File: src/wdt_pkg.sv
package wdt_pkg;
  localparam logic [15:0] WDT_IDX_CLKSEL = 16'hffb0;
  localparam logic [15:0] WDT_IDX_CTRL1 = 16'hffb1;
  localparam logic [15:0] WDT_IDX_CTRL2 = 16'hffb2;
  localparam logic [15:0] WDT_IDX_COUNT = 16'hffb3;
  localparam int WDT_AW = 18;
  localparam logic [3:0] WDT_CLKSEL_RST = 4'h0;
  localparam logic [7:0] WDT_COUNT_RST = 8'h00;
  localparam logic [7:0] WDT_COUNT_MAX = 8'hff;
  localparam logic [10:0] WDT_IRST_OSC_CYC = 11'h200;
  localparam logic [12:0] WDT_SYS_MASK_FULL = 13'h1fff;
  localparam logic [10:0] WDT_OSC_DIV_LAST = 11'h7ff;
  localparam int B1_CWG = 7;
  localparam int B1_CWE = 6;
  localparam int B1_KWG = 5;
  localparam int B1_KWE = 4;
  localparam int B1_RG = 3;
  localparam int B1_RUN = 2;
  localparam int B1_CG = 1;
  localparam int B1_CAUSE = 0;
  localparam int B2_WRAP = 7;
  localparam int B2_MG = 6;
  localparam int B2_MODE = 5;
  localparam int B2_IG = 4;
  localparam int B2_IEN = 3;
  localparam logic [1:0] AXI_OKAY = 2'h0;
  localparam logic [1:0] AXI_SLVERR = 2'h2;
  typedef enum logic [0:0] {WDT_ST_RUN = 1'b0, WDT_ST_IRST = 1'b1} wdt_state_t;
  typedef struct packed {logic valid; logic [15:0] idx; logic [7:0] data;} wdt_wr_t;
  typedef struct packed {logic valid; logic [15:0] idx;} wdt_rd_t;
  function automatic logic wdt_hit(input logic [WDT_AW-1:0] a);
    return (a[1:0] == 2'h0) && (a[17:2] >= WDT_IDX_CLKSEL) && (a[17:2] <= WDT_IDX_COUNT);
  endfunction
endpackage

File: src/wdt_prescaler.sv
`timescale 1ns/100ps
module wdt_prescaler import wdt_pkg::*;
(
  input wire logic i_clk,
  input wire logic i_rst,
  input wire logic i_osc_clk,
  input wire logic i_medium_speed,
  input wire logic [3:0] i_sel,
  output logic o_tick,
  output logic o_osc_edge
);
  logic [12:0] sys_cnt_reg;
  logic [10:0] osc_cnt_reg;
  logic osc_prev_reg;
  logic osc_edge;
  logic [12:0] mask;
  assign osc_edge = i_osc_clk & ~osc_prev_reg;
  assign mask = WDT_SYS_MASK_FULL >> (3'h7 - i_sel[2:0]);
  always_ff @(posedge i_clk)
  begin
    if (i_rst)
    begin
      sys_cnt_reg <= 13'h0000;
      osc_cnt_reg <= 11'h000;
      osc_prev_reg <= 1'b0;
      o_osc_edge <= 1'b0;
    end
    else
    begin
      sys_cnt_reg <= sys_cnt_reg + 13'h0001;
      osc_prev_reg <= i_osc_clk;
      o_osc_edge <= osc_edge;
      if (osc_edge)
        osc_cnt_reg <= osc_cnt_reg + 11'h001;
    end
  end
  always_ff @(posedge i_clk)
  begin
    if (i_rst)
      o_tick <= 1'b0;
    else if (i_sel[3])
      o_tick <= (sys_cnt_reg & mask) == mask;
    else
      o_tick <= ~i_medium_speed & osc_edge & (osc_cnt_reg == WDT_OSC_DIV_LAST);
  end
endmodule

File: src/wdt_axi_slave.sv
`timescale 1ns/100ps
module wdt_axi_slave import wdt_pkg::*;
(
  input wire logic i_clk,
  input wire logic i_rst,
  input wire logic [WDT_AW-1:0] i_awaddr,
  input wire logic i_awvalid,
  output logic o_awready,
  input wire logic [31:0] i_wdata,
  input wire logic [3:0] i_wstrb,
  input wire logic i_wvalid,
  output logic o_wready,
  output logic [1:0] o_bresp,
  output logic o_bvalid,
  input wire logic i_bready,
  input wire logic [WDT_AW-1:0] i_araddr,
  input wire logic i_arvalid,
  output logic o_arready,
  output logic [31:0] o_rdata,
  output logic [1:0] o_rresp,
  output logic o_rvalid,
  input wire logic i_rready,
  input wire logic [7:0] i_rmux,
  output wdt_wr_t o_wr,
  output wdt_rd_t o_rd
);
  logic [WDT_AW-1:0] aw_reg;
  logic [7:0] wd_reg;
  logic wen_reg;
  logic aw_got_reg;
  logic w_got_reg;
  logic aw_hs;
  logic w_hs;
  logic fire;
  logic [WDT_AW-1:0] aw_cur;
  assign aw_hs = i_awvalid & o_awready;
  assign w_hs = i_wvalid & o_wready;
  assign fire = (aw_got_reg | aw_hs) & (w_got_reg | w_hs);
  assign aw_cur = aw_got_reg ? aw_reg : i_awaddr;
  always_ff @(posedge i_clk)
  begin
    if (i_rst)
    begin
      o_awready <= 1'b1;
      o_wready <= 1'b1;
      aw_got_reg <= 1'b0;
      w_got_reg <= 1'b0;
      aw_reg <= '0;
      wd_reg <= 8'h00;
      wen_reg <= 1'b0;
      o_bvalid <= 1'b0;
      o_bresp <= AXI_OKAY;
      o_wr <= '0;
    end
    else
    begin
      o_wr <= '0;
      if (aw_hs)
        aw_reg <= i_awaddr;
      if (w_hs)
      begin
        wd_reg <= i_wdata[7:0];
        wen_reg <= i_wstrb[0];
      end
      if (fire)
      begin
        aw_got_reg <= 1'b0;
        w_got_reg <= 1'b0;
        o_awready <= 1'b0;
        o_wready <= 1'b0;
        o_bvalid <= 1'b1;
        o_bresp <= wdt_hit(aw_cur) ? AXI_OKAY : AXI_SLVERR;
        o_wr.valid <= wdt_hit(aw_cur) & (w_hs ? i_wstrb[0] : wen_reg);
        o_wr.idx <= aw_cur[17:2];
        o_wr.data <= w_hs ? i_wdata[7:0] : wd_reg;
      end
      else
      begin
        if (aw_hs)
        begin
          aw_got_reg <= 1'b1;
          o_awready <= 1'b0;
        end
        if (w_hs)
        begin
          w_got_reg <= 1'b1;
          o_wready <= 1'b0;
        end
      end
      if (o_bvalid & i_bready)
      begin
        o_bvalid <= 1'b0;
        o_awready <= 1'b1;
        o_wready <= 1'b1;
      end
    end
  end
  always_ff @(posedge i_clk)
  begin
    if (i_rst)
    begin
      o_arready <= 1'b1;
      o_rvalid <= 1'b0;
      o_rdata <= 32'h00000000;
      o_rresp <= AXI_OKAY;
      o_rd <= '0;
    end
    else
    begin
      o_rd <= '0;
      if (i_arvalid & o_arready)
      begin
        o_arready <= 1'b0;
        o_rvalid <= 1'b1;
        o_rdata <= wdt_hit(i_araddr) ? {24'h000000, i_rmux} : 32'h00000000;
        o_rresp <= wdt_hit(i_araddr) ? AXI_OKAY : AXI_SLVERR;
        o_rd.valid <= wdt_hit(i_araddr);
        o_rd.idx <= i_araddr[17:2];
      end
      else if (o_rvalid & i_rready)
      begin
        o_rvalid <= 1'b0;
        o_arready <= 1'b1;
      end
    end
  end
endmodule

File: src/wdt_timer_top.sv
// The implementer's own choice: the AXI4-Lite register port.
`timescale 1ns/100ps
module wdt_timer_top import wdt_pkg::*;
#(
  parameter logic [10:0] IRST_CYCLES = WDT_IRST_OSC_CYC
)
(
  input wire logic i_clk,
  input wire logic i_rst,
  input wire logic i_osc_clk,
  input wire logic i_external_reset_pin,
  input wire logic i_medium_speed,
  input wire logic [WDT_AW-1:0] i_s_axi_awaddr,
  input wire logic i_s_axi_awvalid,
  output logic o_s_axi_awready,
  input wire logic [31:0] i_s_axi_wdata,
  input wire logic [3:0] i_s_axi_wstrb,
  input wire logic i_s_axi_wvalid,
  output logic o_s_axi_wready,
  output logic [1:0] o_s_axi_bresp,
  output logic o_s_axi_bvalid,
  input wire logic i_s_axi_bready,
  input wire logic [WDT_AW-1:0] i_s_axi_araddr,
  input wire logic i_s_axi_arvalid,
  output logic o_s_axi_arready,
  output logic [31:0] o_s_axi_rdata,
  output logic [1:0] o_s_axi_rresp,
  output logic o_s_axi_rvalid,
  input wire logic i_s_axi_rready,
  output logic o_int_reset,
  output logic o_wrap_irq
);
  if (IRST_CYCLES == 11'h000 || IRST_CYCLES > WDT_IRST_OSC_CYC)
  begin : g_chk
    $error("IRST_CYCLES must lie between 1 and 512");
  end

  wdt_wr_t wr;
  wdt_rd_t rd;
  logic [7:0] rmux;
  logic tick;
  logic osc_edge;
  logic [3:0] clock_select_field_reg;
  logic count_write_enable_reg;
  logic control_write_enable_reg;
  logic timer_run_reg;
  logic reset_cause_flag_reg;
  logic wrap_flag_reg;
  logic wrap_armed_reg;
  logic mode_select_reg;
  logic wrap_irq_enable_reg;
  logic [7:0] watchdog_count_reg;
  logic [10:0] irst_cnt_reg;
  wdt_state_t state_reg;
  wdt_state_t state_next;
  logic sreset;
  logic blk_rst;
  logic w_sel;
  logic w_one;
  logic w_two;
  logic w_cnt;
  logic cnt_load;
  logic step;
  logic ovf;
  logic interval;
  logic irst_done;

  assign sreset = i_rst | i_external_reset_pin;
  assign blk_rst = sreset | (state_reg == WDT_ST_IRST);
  assign w_sel = wr.valid && wr.idx == WDT_IDX_CLKSEL;
  assign w_one = wr.valid && wr.idx == WDT_IDX_CTRL1;
  assign w_two = wr.valid && wr.idx == WDT_IDX_CTRL2;
  assign w_cnt = wr.valid && wr.idx == WDT_IDX_COUNT;
  assign cnt_load = w_cnt & count_write_enable_reg;
  assign step = tick & timer_run_reg & ~cnt_load;
  assign ovf = step && watchdog_count_reg == WDT_COUNT_MAX;
  assign interval = mode_select_reg & ~i_medium_speed;
  assign irst_done = osc_edge && irst_cnt_reg == IRST_CYCLES - 11'h001;

  wdt_axi_slave u_bus (
    .i_clk(i_clk),
    .i_rst(i_rst),
    .i_awaddr(i_s_axi_awaddr),
    .i_awvalid(i_s_axi_awvalid),
    .o_awready(o_s_axi_awready),
    .i_wdata(i_s_axi_wdata),
    .i_wstrb(i_s_axi_wstrb),
    .i_wvalid(i_s_axi_wvalid),
    .o_wready(o_s_axi_wready),
    .o_bresp(o_s_axi_bresp),
    .o_bvalid(o_s_axi_bvalid),
    .i_bready(i_s_axi_bready),
    .i_araddr(i_s_axi_araddr),
    .i_arvalid(i_s_axi_arvalid),
    .o_arready(o_s_axi_arready),
    .o_rdata(o_s_axi_rdata),
    .o_rresp(o_s_axi_rresp),
    .o_rvalid(o_s_axi_rvalid),
    .i_rready(i_s_axi_rready),
    .i_rmux(rmux),
    .o_wr(wr),
    .o_rd(rd)
  );

  wdt_prescaler u_pre (
    .i_clk(i_clk),
    .i_rst(i_rst),
    .i_osc_clk(i_osc_clk),
    .i_medium_speed(i_medium_speed),
    .i_sel(clock_select_field_reg),
    .o_tick(tick),
    .o_osc_edge(osc_edge)
  );

  // Read view of the four registers.
  always_comb
  begin
    unique case (i_s_axi_araddr[17:2])
      WDT_IDX_CLKSEL: rmux = {4'hf, clock_select_field_reg};
      WDT_IDX_CTRL1: rmux = {1'b1, count_write_enable_reg, 1'b1, control_write_enable_reg,
                             1'b1, timer_run_reg, 1'b1, reset_cause_flag_reg};
      WDT_IDX_CTRL2: rmux = {wrap_flag_reg, 1'b1, mode_select_reg, 1'b1,
                             wrap_irq_enable_reg, 3'h7};
      WDT_IDX_COUNT: rmux = watchdog_count_reg;
      default: rmux = 8'h00;
    endcase
  end

  always_ff @(posedge i_clk)
  begin
    if (blk_rst)
      clock_select_field_reg <= WDT_CLKSEL_RST;
    else if (w_sel)
      clock_select_field_reg <= wr.data[3:0];
  end

  always_ff @(posedge i_clk)
  begin
    if (blk_rst)
    begin
      count_write_enable_reg <= 1'b0;
      control_write_enable_reg <= 1'b0;
    end
    else if (w_one)
    begin
      if (!wr.data[B1_CWG])
        count_write_enable_reg <= wr.data[B1_CWE];
      if (!wr.data[B1_KWG])
        control_write_enable_reg <= wr.data[B1_KWE];
    end
  end

  always_ff @(posedge i_clk)
  begin
    if (blk_rst)
      timer_run_reg <= 1'b0;
    else if (w_one && control_write_enable_reg && !wr.data[B1_RG])
      timer_run_reg <= wr.data[B1_RUN];
  end

  always_ff @(posedge i_clk)
  begin
    if (sreset)
      reset_cause_flag_reg <= 1'b0;
    else if (ovf && !interval)
      reset_cause_flag_reg <= 1'b1;
    else if (w_one && control_write_enable_reg && !wr.data[B1_CG] && state_reg == WDT_ST_RUN)
      reset_cause_flag_reg <= wr.data[B1_CAUSE];
  end

  always_ff @(posedge i_clk)
  begin
    if (blk_rst)
    begin
      mode_select_reg <= 1'b0;
      wrap_irq_enable_reg <= 1'b0;
    end
    else if (w_two)
    begin
      if (!wr.data[B2_MG])
        mode_select_reg <= wr.data[B2_MODE];
      if (!wr.data[B2_IG])
        wrap_irq_enable_reg <= wr.data[B2_IEN];
    end
  end

  always_ff @(posedge i_clk)
  begin
    if (blk_rst)
      wrap_flag_reg <= 1'b0;
    else if (ovf)
      wrap_flag_reg <= 1'b1;
    else if (w_two && wrap_armed_reg && !wr.data[B2_WRAP])
      wrap_flag_reg <= 1'b0;
  end

  always_ff @(posedge i_clk)
  begin
    if (blk_rst)
      wrap_armed_reg <= 1'b0;
    else if (rd.valid && rd.idx == WDT_IDX_CTRL2 && wrap_flag_reg)
      wrap_armed_reg <= 1'b1;
    else if (w_two || !wrap_flag_reg)
      wrap_armed_reg <= 1'b0;
  end

  always_ff @(posedge i_clk)
  begin
    if (blk_rst)
      watchdog_count_reg <= WDT_COUNT_RST;
    else if (cnt_load)
      watchdog_count_reg <= wr.data;
    else if (step)
      watchdog_count_reg <= watchdog_count_reg + 8'h01;
  end

  always_comb
  begin
    state_next = state_reg;
    unique case (state_reg)
      WDT_ST_RUN:
        if (ovf && !interval)
          state_next = WDT_ST_IRST;
      WDT_ST_IRST:
        if (irst_done)
          state_next = WDT_ST_RUN;
    endcase
  end

  always_ff @(posedge i_clk)
  begin
    if (sreset)
    begin
      state_reg <= WDT_ST_RUN;
      o_int_reset <= 1'b0;
    end
    else
    begin
      state_reg <= state_next;
      o_int_reset <= state_next == WDT_ST_IRST;
    end
  end

  always_ff @(posedge i_clk)
  begin
    if (sreset || state_reg == WDT_ST_RUN)
      irst_cnt_reg <= 11'h000;
    else if (osc_edge)
      irst_cnt_reg <= irst_cnt_reg + 11'h001;
  end

  always_ff @(posedge i_clk)
  begin
    if (blk_rst)
      o_wrap_irq <= 1'b0;
    else
      o_wrap_irq <= wrap_flag_reg & wrap_irq_enable_reg & interval;
  end
endmodule

File: config.mk
export PLATFORM = sky130hd
export DESIGN_NAME = wdt_timer_top
export DESIGN_NICKNAME = d
export VERILOG_FILES = /design/src/wdt_pkg.sv /design/src/wdt_prescaler.sv /design/src/wdt_axi_slave.sv /design/src/wdt_timer_top.sv
export SDC_FILE = /design/constraint.sdc
export NUM_CORES = 1
export LEC_CHECK = 0
export BUFFER_PORTS_ARGS = -buffer_cell sky130_fd_sc_hd__buf_2
export CELL_PAD_IN_SITES_DETAIL_PLACEMENT = 0
export CELL_PAD_IN_SITES_GLOBAL_PLACEMENT = 2
export CORE_MARGIN = 2
export CORE_UTILIZATION = 35
export DETAILED_ROUTE_END_ITERATION = 10
export PLACE_DENSITY = 0.88
export SLEW_MARGIN = 5
export SYNTH_ARGS = -nofsm -noshare
export SYNTH_HDL_FRONTEND = slang
export SYNTH_HIERARCHICAL = 1
export SYNTH_SLANG_ARGS = --single-unit
export TNS_END_PERCENT = 5
File: constraint.sdc
create_clock -name i_clk -period 4.9 [get_ports i_clk]
set_input_delay 0 -clock i_clk [delete_from_list [all_inputs] [get_ports i_clk]]
set_output_delay 0 -clock i_clk [all_outputs]
set_load 0.005 [all_outputs]
==> out/qor.yml, run 1 <==
run_status: "complete, no violations"
worstSetupEndpointType: "flip-flop"
grt_pass1_vias: 4851
synth_largest_type_area_fraction_pct: 47.5
critical_path_class: "flip-flop to flip-flop"
drt_wl_total_mm: 14.2
finalSetupViolations: 0
worstSetupStartpointType: "flip-flop"
timing.critical_path.fanout_max: 19
coreArea_um2: 17200
antenna_found_initial: 0
floorplan.io_pins: 125
netlist_area_um2: 6150
cp-endpoint: "u_bus/o_wr[17]"
yosys.cell_count.top_type: "sky130_fd_sc_hd__dfxtp_1"
worstPathArrival_ns: 2.59
num-nets-final: 875
clkLatencyLatePin_ns: 0.42
critical_path.reg2reg.startpoint: "u_bus/aw_got_reg"
num_antenna_cells: 0
synth-seq-cells: 146
synth.yosys.seq_area_share_pct: 47.5
grt_pass1_wl_mm: 23.2
finalMaxSlewViolations: 0
cts-buffers-inserted: 17
drt_first_iter_violations: 243
cts-root-buf: "sky130_fd_sc_hd__clkbuf_16"
drt-pass1-iter-count: 4
post-route-drc-count: 0
timing.final.hold_violations: 0
yosysUniqueCellTypes: 55
cp_data_required_time_ns: 5.25
die_height_um: 137
synth_enable_flop_cells: 0
area_growth_pct: 24.6
grt_start_max_net_pins: 57
synthDominantAreaCellType: "sky130_fd_sc_hd__dfxtp_1"
synth_top_cells_by_count: "sky130_fd_sc_hd__dfxtp_1 (146), sky130_fd_sc_hd__nand2_1 (77), sky130_fd_sc_hd__nor2_1 (69)"
final.period_utilization_pct: 45.8
finalWeightedCongestion: 0.792
largest_register_ff_count: 25
asyncSetResetFlopFracSynth_pct: 0
maxcap_viol_count: 0
post_drt_wl_per_cell_um: 13.8
slew_headroom_pct: 34.5
ys.warnings.count: 6
leakage_nw: 2.97
ctsHtreeMaxLevel: 4
routed_via_density: 4.87
worst_r2r_endpoint: "u_bus/o_wr[17]"
chip_width_um: 137
vias_after_detailed_routing: 5006
final_period_demand_of_the_worst_path_ns: 2.25
worst_pin_slew_ns: 0.981
ant_nets: 0
post_route_cells_drive_above_1_share_pct: 14.2
initial_utilization_pct: 35.7
power.density_nw_per_um2: 355
rows: 48
holdCritPathClass: "input pin to flip-flop"
fin_skew_ns: 0.00890
clock-sinks: 146
worst_setup_hold_path_clk_slew_ns: 0.06
pre_cts_slack_ns: 2.59
synthCells: 677
cts.path.max_buffers: 2
post-route-worst-setup-slack_ns: 2.65
postSynth.topFlopCell: "sky130_fd_sc_hd__dfxtp_1"
portBuffers: 71
clock_tree_from_tritoncts: "built"
num-fill-cells: 1660
crit_path_start: "u_bus/aw_got_reg"
groute.usage.overall_pct: 15.9
die_area_um2: 18600
max_freq_mhz: 445
remaining_overflow_grt: 0
aggregate_negative_setup_slack_ns: 0
post_synth.cell_area_avg_um2: 9.08
ir_drop_v: 0.000248
grt_setup_unrepaired: "no"
dpl.hpwl_mm: 10.0
worst_r2r_path_depth: 4
yosys-top-cells-area: "sky130_fd_sc_hd__dfxtp_1 (48%), sky130_fd_sc_hd__mux2i_1 (5.5%), sky130_fd_sc_hd__nand2_1 (4.7%), sky130_fd_sc_hd__a21oi_1 (4.3%), sky130_fd_sc_hd__nor2_1 (4.2%)"
reg2reg_setup_slack_ns: 2.65
-- worst min path at each step --
stage	from	end	cells after the start
floorplan	i_osc_clk	u_pre/osc_prev_reg	1
global placement	i_osc_clk	u_pre/osc_prev_reg	2
detailed placement	i_s_axi_araddr[8]	u_bus/o_rd[6]	2
CTS	i_s_axi_araddr[0]	u_bus/o_rd[16]	4
global route	i_s_axi_araddr[0]	u_bus/o_rd[16]	4
finish	i_s_axi_araddr[0]	u_bus/o_rd[16]	4
-- power by group --
group	switching, W	internal (W)	total [W]
clock	0.000480	0.000787	0.00127
sequential	0.0000319	0.00123	0.00126
combinational	0.000103	0.0000947	0.000198
-- layer usage --
| metal | track usage [%] | part of all wire (%) | wire length, um |
|---|---|---|---|
| met4 | 5.50 | 1.4 | 193 |
| met5 | 0 | 0 | 0 |
| met3 | 5.07 | 4.3 | 603 |
| met1 | 18.7 | 44 | 6180 |
| met2 | 27.3 | 51 | 7190 |
-- cell usage in the layout (no fill, tap or decap), types with 3 or more instances in the layout --
cell type / count
sky130_fd_sc_hd__a211oi_1: 9
sky130_fd_sc_hd__a21oi_1: 53
sky130_fd_sc_hd__and2_1: 5
sky130_fd_sc_hd__and3_1: 18
sky130_fd_sc_hd__and4_1: 8
sky130_fd_sc_hd__buf_2: 71
sky130_fd_sc_hd__clkbuf_1: 3
sky130_fd_sc_hd__clkbuf_16: 17
sky130_fd_sc_hd__clkbuf_8: 3
sky130_fd_sc_hd__clkinv_2: 4
sky130_fd_sc_hd__conb_1: 26
sky130_fd_sc_hd__dfxtp_1: 146
sky130_fd_sc_hd__dlygate4sd3_1: 52
sky130_fd_sc_hd__ha_1: 4
sky130_fd_sc_hd__inv_1: 5
sky130_fd_sc_hd__mux2i_1: 34
sky130_fd_sc_hd__nand2_1: 77
sky130_fd_sc_hd__nand2b_1: 9
sky130_fd_sc_hd__nand3_1: 13
sky130_fd_sc_hd__nand3b_1: 5
sky130_fd_sc_hd__nand4_1: 22
sky130_fd_sc_hd__nand4b_1: 10
sky130_fd_sc_hd__nor2_1: 69
sky130_fd_sc_hd__nor2b_1: 6
sky130_fd_sc_hd__nor3_1: 26
sky130_fd_sc_hd__nor4_1: 5
sky130_fd_sc_hd__o21ai_0: 15
sky130_fd_sc_hd__o31ai_1: 4
sky130_fd_sc_hd__or3_1: 4
sky130_fd_sc_hd__or4b_1: 3
sky130_fd_sc_hd__xnor2_1: 11
sky130_fd_sc_hd__xor2_1: 25
-- critical path, cell delays in order (launching register included) --
cell and delay, ns:
sky130_fd_sc_hd__dfxtp_1 0.96, sky130_fd_sc_hd__a21oi_1 0.16, sky130_fd_sc_hd__nor2_1 0.42, sky130_fd_sc_hd__nand2_1 0.40
sky130_fd_sc_hd__nor2_1 0.23
-- cell type report --
cell class | count | area, um^2 | share of cell area (%)
tap | 225 | 282 | 3.67
clock buffer | 23 | 478 | 6.24
multi-input combinational | 495 | 2970 | 38.8
sequential | 146 | 2920 | 38.2
timing repair buffer | 124 | 883 | 11.5
inverter | 5 | 18.8 | 0.245
clock inverter | 9 | 104 | 1.36
-- cell families after synthesis --
| kind of cell | count (synthesis) | synth area share [%] |
|---|---|---|
| flip-flops | 146 | 47.5 |
| AND/OR/NAND/NOR | 299 | 26.0 |
| other | 1 | 0.0610 |
| multiplexers | 36 | 5.90 |
| XOR/XNOR | 36 | 5.13 |
| AO/OA/AOI/OAI | 94 | 8.89 |
| buffers and inverters | 61 | 5.64 |
| adder cells (fa/ha/maj) | 4 | 0.814 |
-- metrics by stage --
| stage | instance area, um^2 | power (W) | hold WS (ns) | std cells | util, % |
|---|---|---|---|---|---|
| CTS | 7660 | 0.00276 | 0.0431 | 1027 | 44.4 |
| floorplan | 6240 | 0.00140 | 0.128 | 702 | - |
| global placement | 6560 | 0.00144 | 0.254 | 943 | 38.1 |
| finish | 7660 | 0.00272 | 0.0637 | 1027 | 44.4 |
| global route | 7660 | 0.00284 | 0.0562 | 1027 | 44.4 |
| detailed placement | 6560 | 0.00145 | 0.252 | 943 | 38.1 |
-- what timing repair did --
| action | in CTS | in global routing |
|---|---|---|
| buffers inserted | 0 | 0 |
| endpoints found under the setup margin | 0 | 0 |
| gates resized for setup | 0 | 0 |
| hold buffers | 52 | 0 |
| hold endpoints to repair | 95 | 0 |
No activity file was read; power rests on OpenSTA's default activity.
==> run 2: changes to the inputs <==
--- a/config.mk
+++ b/config.mk
@@ -9,9 +9,9 @@
 export CELL_PAD_IN_SITES_DETAIL_PLACEMENT = 0
 export CELL_PAD_IN_SITES_GLOBAL_PLACEMENT = 2
 export CORE_MARGIN = 2
-export CORE_UTILIZATION = 35
+export CORE_UTILIZATION = 30
 export DETAILED_ROUTE_END_ITERATION = 10
-export PLACE_DENSITY = 0.88
+export PLACE_DENSITY = 0.81
 export SLEW_MARGIN = 5
 export SYNTH_ARGS = -nofsm -noshare
 export SYNTH_HDL_FRONTEND = slang
==> constraint.sdc (replaced) <==
create_clock -name i_clk -period 1.9 [get_ports i_clk]
set_input_delay 0 -clock i_clk [delete_from_list [all_inputs] [get_ports i_clk]]
set_output_delay 0 -clock i_clk [all_outputs]
set_load 0.005 [all_outputs]
==> run 2 against run 1 <==
Sequential share of layout area decreased by 0.58 points; setup slack lost 2.5 ns; clock power grew to 2.5 times the previous value; total power increased to 2.6 times the previous value; critical endpoint is now wrap_flag_reg; combinational power rose to 2.8 times the previous value; first-iteration DRC count rose by 14%; via count up 0.42%; global-route usage is 1.7 points lower; register-to-register slack worse by 2.5 ns; clock skew up 0.0032 ns; flip-flop and latch count is the same.
==> out/qor.yml, run 2 (synthesis results as in run 1) <==
aggregate_negative_setup_slack_ns: 0
num_antenna_cells: 0
wl_met1_mm: 7.13
final.period_utilization_pct: 93.8
area_growth_pct: 26.5
dpl.hpwl_mm: 10.4
ir_drop_v: 0.000461
final_period_demand_of_the_worst_path_ns: 1.78
leakage_nw: 3.02
number_of_post_cts_setup_repair_buffers: 0
route.met2.wl_mm: 6.94
holdCritPathClass: "input pin to flip-flop"
post_route_cells_drive_above_1_share_pct: 15.4
coreArea_um2: 20200
grt_pass1_vias: 4905
rows: 52
mostFrequentLayoutCells: "sky130_fd_sc_hd__dfxtp_1 (146), sky130_fd_sc_hd__nand2_1 (77), sky130_fd_sc_hd__buf_2 (71), sky130_fd_sc_hd__nor2_1 (69), sky130_fd_sc_hd__a21oi_1 (53)"
timing.critical_path.fanout_max: 7
largest_register_ff_count: 25
uppermost_metal_layer_occupied_by_signal_nets: "met4"
worstSetupStartpointType: "flip-flop"
max_freq_mhz: 561
post_drt_wl_per_cell_um: 13.7
drt_first_iter_violations: 277
num-nets-final: 887
timing.final.hold_violations: 0
cts-buffers-inserted: 17
ctsHtreeMaxLevel: 4
cp_data_required_time_ns: 2.18
worst_r2r_path_depth: 4
maxcap_viol_count: 0
reg2reg_setup_slack_ns: 0.12
pwr-share-clk_pct: 45.7
drt-pass1-iter-count: 4
cts.path.max_buffers: 2
initial_utilization_pct: 30.5
groute.usage.overall_pct: 14.2
worst_pin_slew_ns: 0.635
grt_pass1_wl_mm: 24.5
worstSetupEndpointType: "flip-flop"
cts-root-buf: "sky130_fd_sc_hd__clkbuf_16"
vias_after_detailed_routing: 5027
post-route-drc-count: 0
finalWeightedCongestion: 0.781
p_comb_share_pct: 8.0
grt_start_max_net_pins: 51
worst_setup_hold_path_clk_slew_ns: 0.06
worstPathArrival_ns: 2.06
remaining_overflow_grt: 0
timing.hold.worst_path_depth: 3
clock_tree_from_tritoncts: "built"
ant_nets: 0
clock-sinks: 146
critical_path_class: "flip-flop to flip-flop"
portBuffers: 71
holdWs_ns: 0.0149
grt_setup_unrepaired: "no"
commonest_non_fill_non_tap_cell_in_the_layout: "sky130_fd_sc_hd__dfxtp_1"
clkLatencyLatePin_ns: 0.42
finalSetupViolations: 0
die_area_um2: 21700
routed_via_density: 4.65
run_status: "complete, no violations"
finalMaxSlewViolations: 0
chip_width_um: 147
dr_wl_met3_um: 577
fin_skew_ns: 0.0121
floorplan.io_pins: 125
drt_wl_total_mm: 14.9
die_height_um: 147
share_seq_of_total_power_pct: 46.3
num-fill-cells: 2088
internal-power_w: 0.00538
power.density_nw_per_um2: 896
slew_headroom_pct: 57.6
power_dissipated_by_switching_net_loads_w: 0.00158
switching_part_of_the_total_power_pct: 22.7
antenna_found_initial: 0
run 2: cell types whose count changed in the layout (fill, tap and decap cells not counted), sizes merged:
cell / before / now
buf: 72 / 86
bufinv: 2 / 1
clkbuf: 23 / 26
clkinv: 4 / 3
clkinvlp: 2 / 0
dlygate4sd3: 52 / 50
inv: 6 / 5
run 2: repair_timing:
item | CTS | global route
setup endpoints to repair | 0 | 0
hold buffers | 50 | 0
resized for setup | 0 | 0
endpoints found under the hold margin | 78 | 0
run 2: metal layers:
layer	GRT usage (%)	vias to the layer above
li1	-	2586
met1	18.4	2325
met2	22.9	99
met3	3.26	17
met4	5.91	0
met5	0	-
run 2: path summary, 6_finish.rpt:
kind	from	endpoint
min	i_rst	u_bus/o_bresp[1]
max reg2reg	u_bus/o_wr[19]	wrap_flag_reg
max	u_bus/o_wr[19]	wrap_flag_reg
min reg2reg	u_pre/sys_cnt_reg[0]	u_pre/sys_cnt_reg[0]
run 2: power by group through the flow:
stage                     sequential [W]  clock, W  combinational [W]
after global routing             0.00324   0.00339           0.000619
after CTS                        0.00323   0.00327           0.000557
after detailed placement         0.00329         0           0.000473
final                            0.00323   0.00319           0.000555
after floorplan                  0.00327         0           0.000340
after global placement           0.00329         0           0.000473
run 2: worst max-delay path: stages (launching register included):
cell                      delay, ns
sky130_fd_sc_hd__dfxtp_1       0.31
sky130_fd_sc_hd__nand4_1       0.22
sky130_fd_sc_hd__or4_1         0.74
sky130_fd_sc_hd__o31ai_1       0.28
sky130_fd_sc_hd__a21oi_1       0.09
run 2: cell type report:
class	instances	area [um^2]	share of cell area (%)
Inverter	5	18.8	0.241
Multi-Input combinational cell	495	2970	38.2
Tap cell	270	338	4.34
Sequential cell	146	2920	37.6
Clock inverter	4	48.8	0.627
Clock buffer	26	509	6.55
Timing Repair Buffer	136	968	12.4
run 2: metrics by stage:
stage                     power [W]  util (%)  cell area (um^2)  setup slack, ns  instances
final                       0.00697      38.6              7780            0.118       1082
after global placement      0.00376      33.3              6720            0.131       1002
after detailed placement    0.00377      33.3              6720            0.124       1002
after floorplan             0.00361         -              6240            0.210        702
after CTS                   0.00705      38.6              7780            0.116       1082
after global routing        0.00725      38.6              7780           0.0161       1082
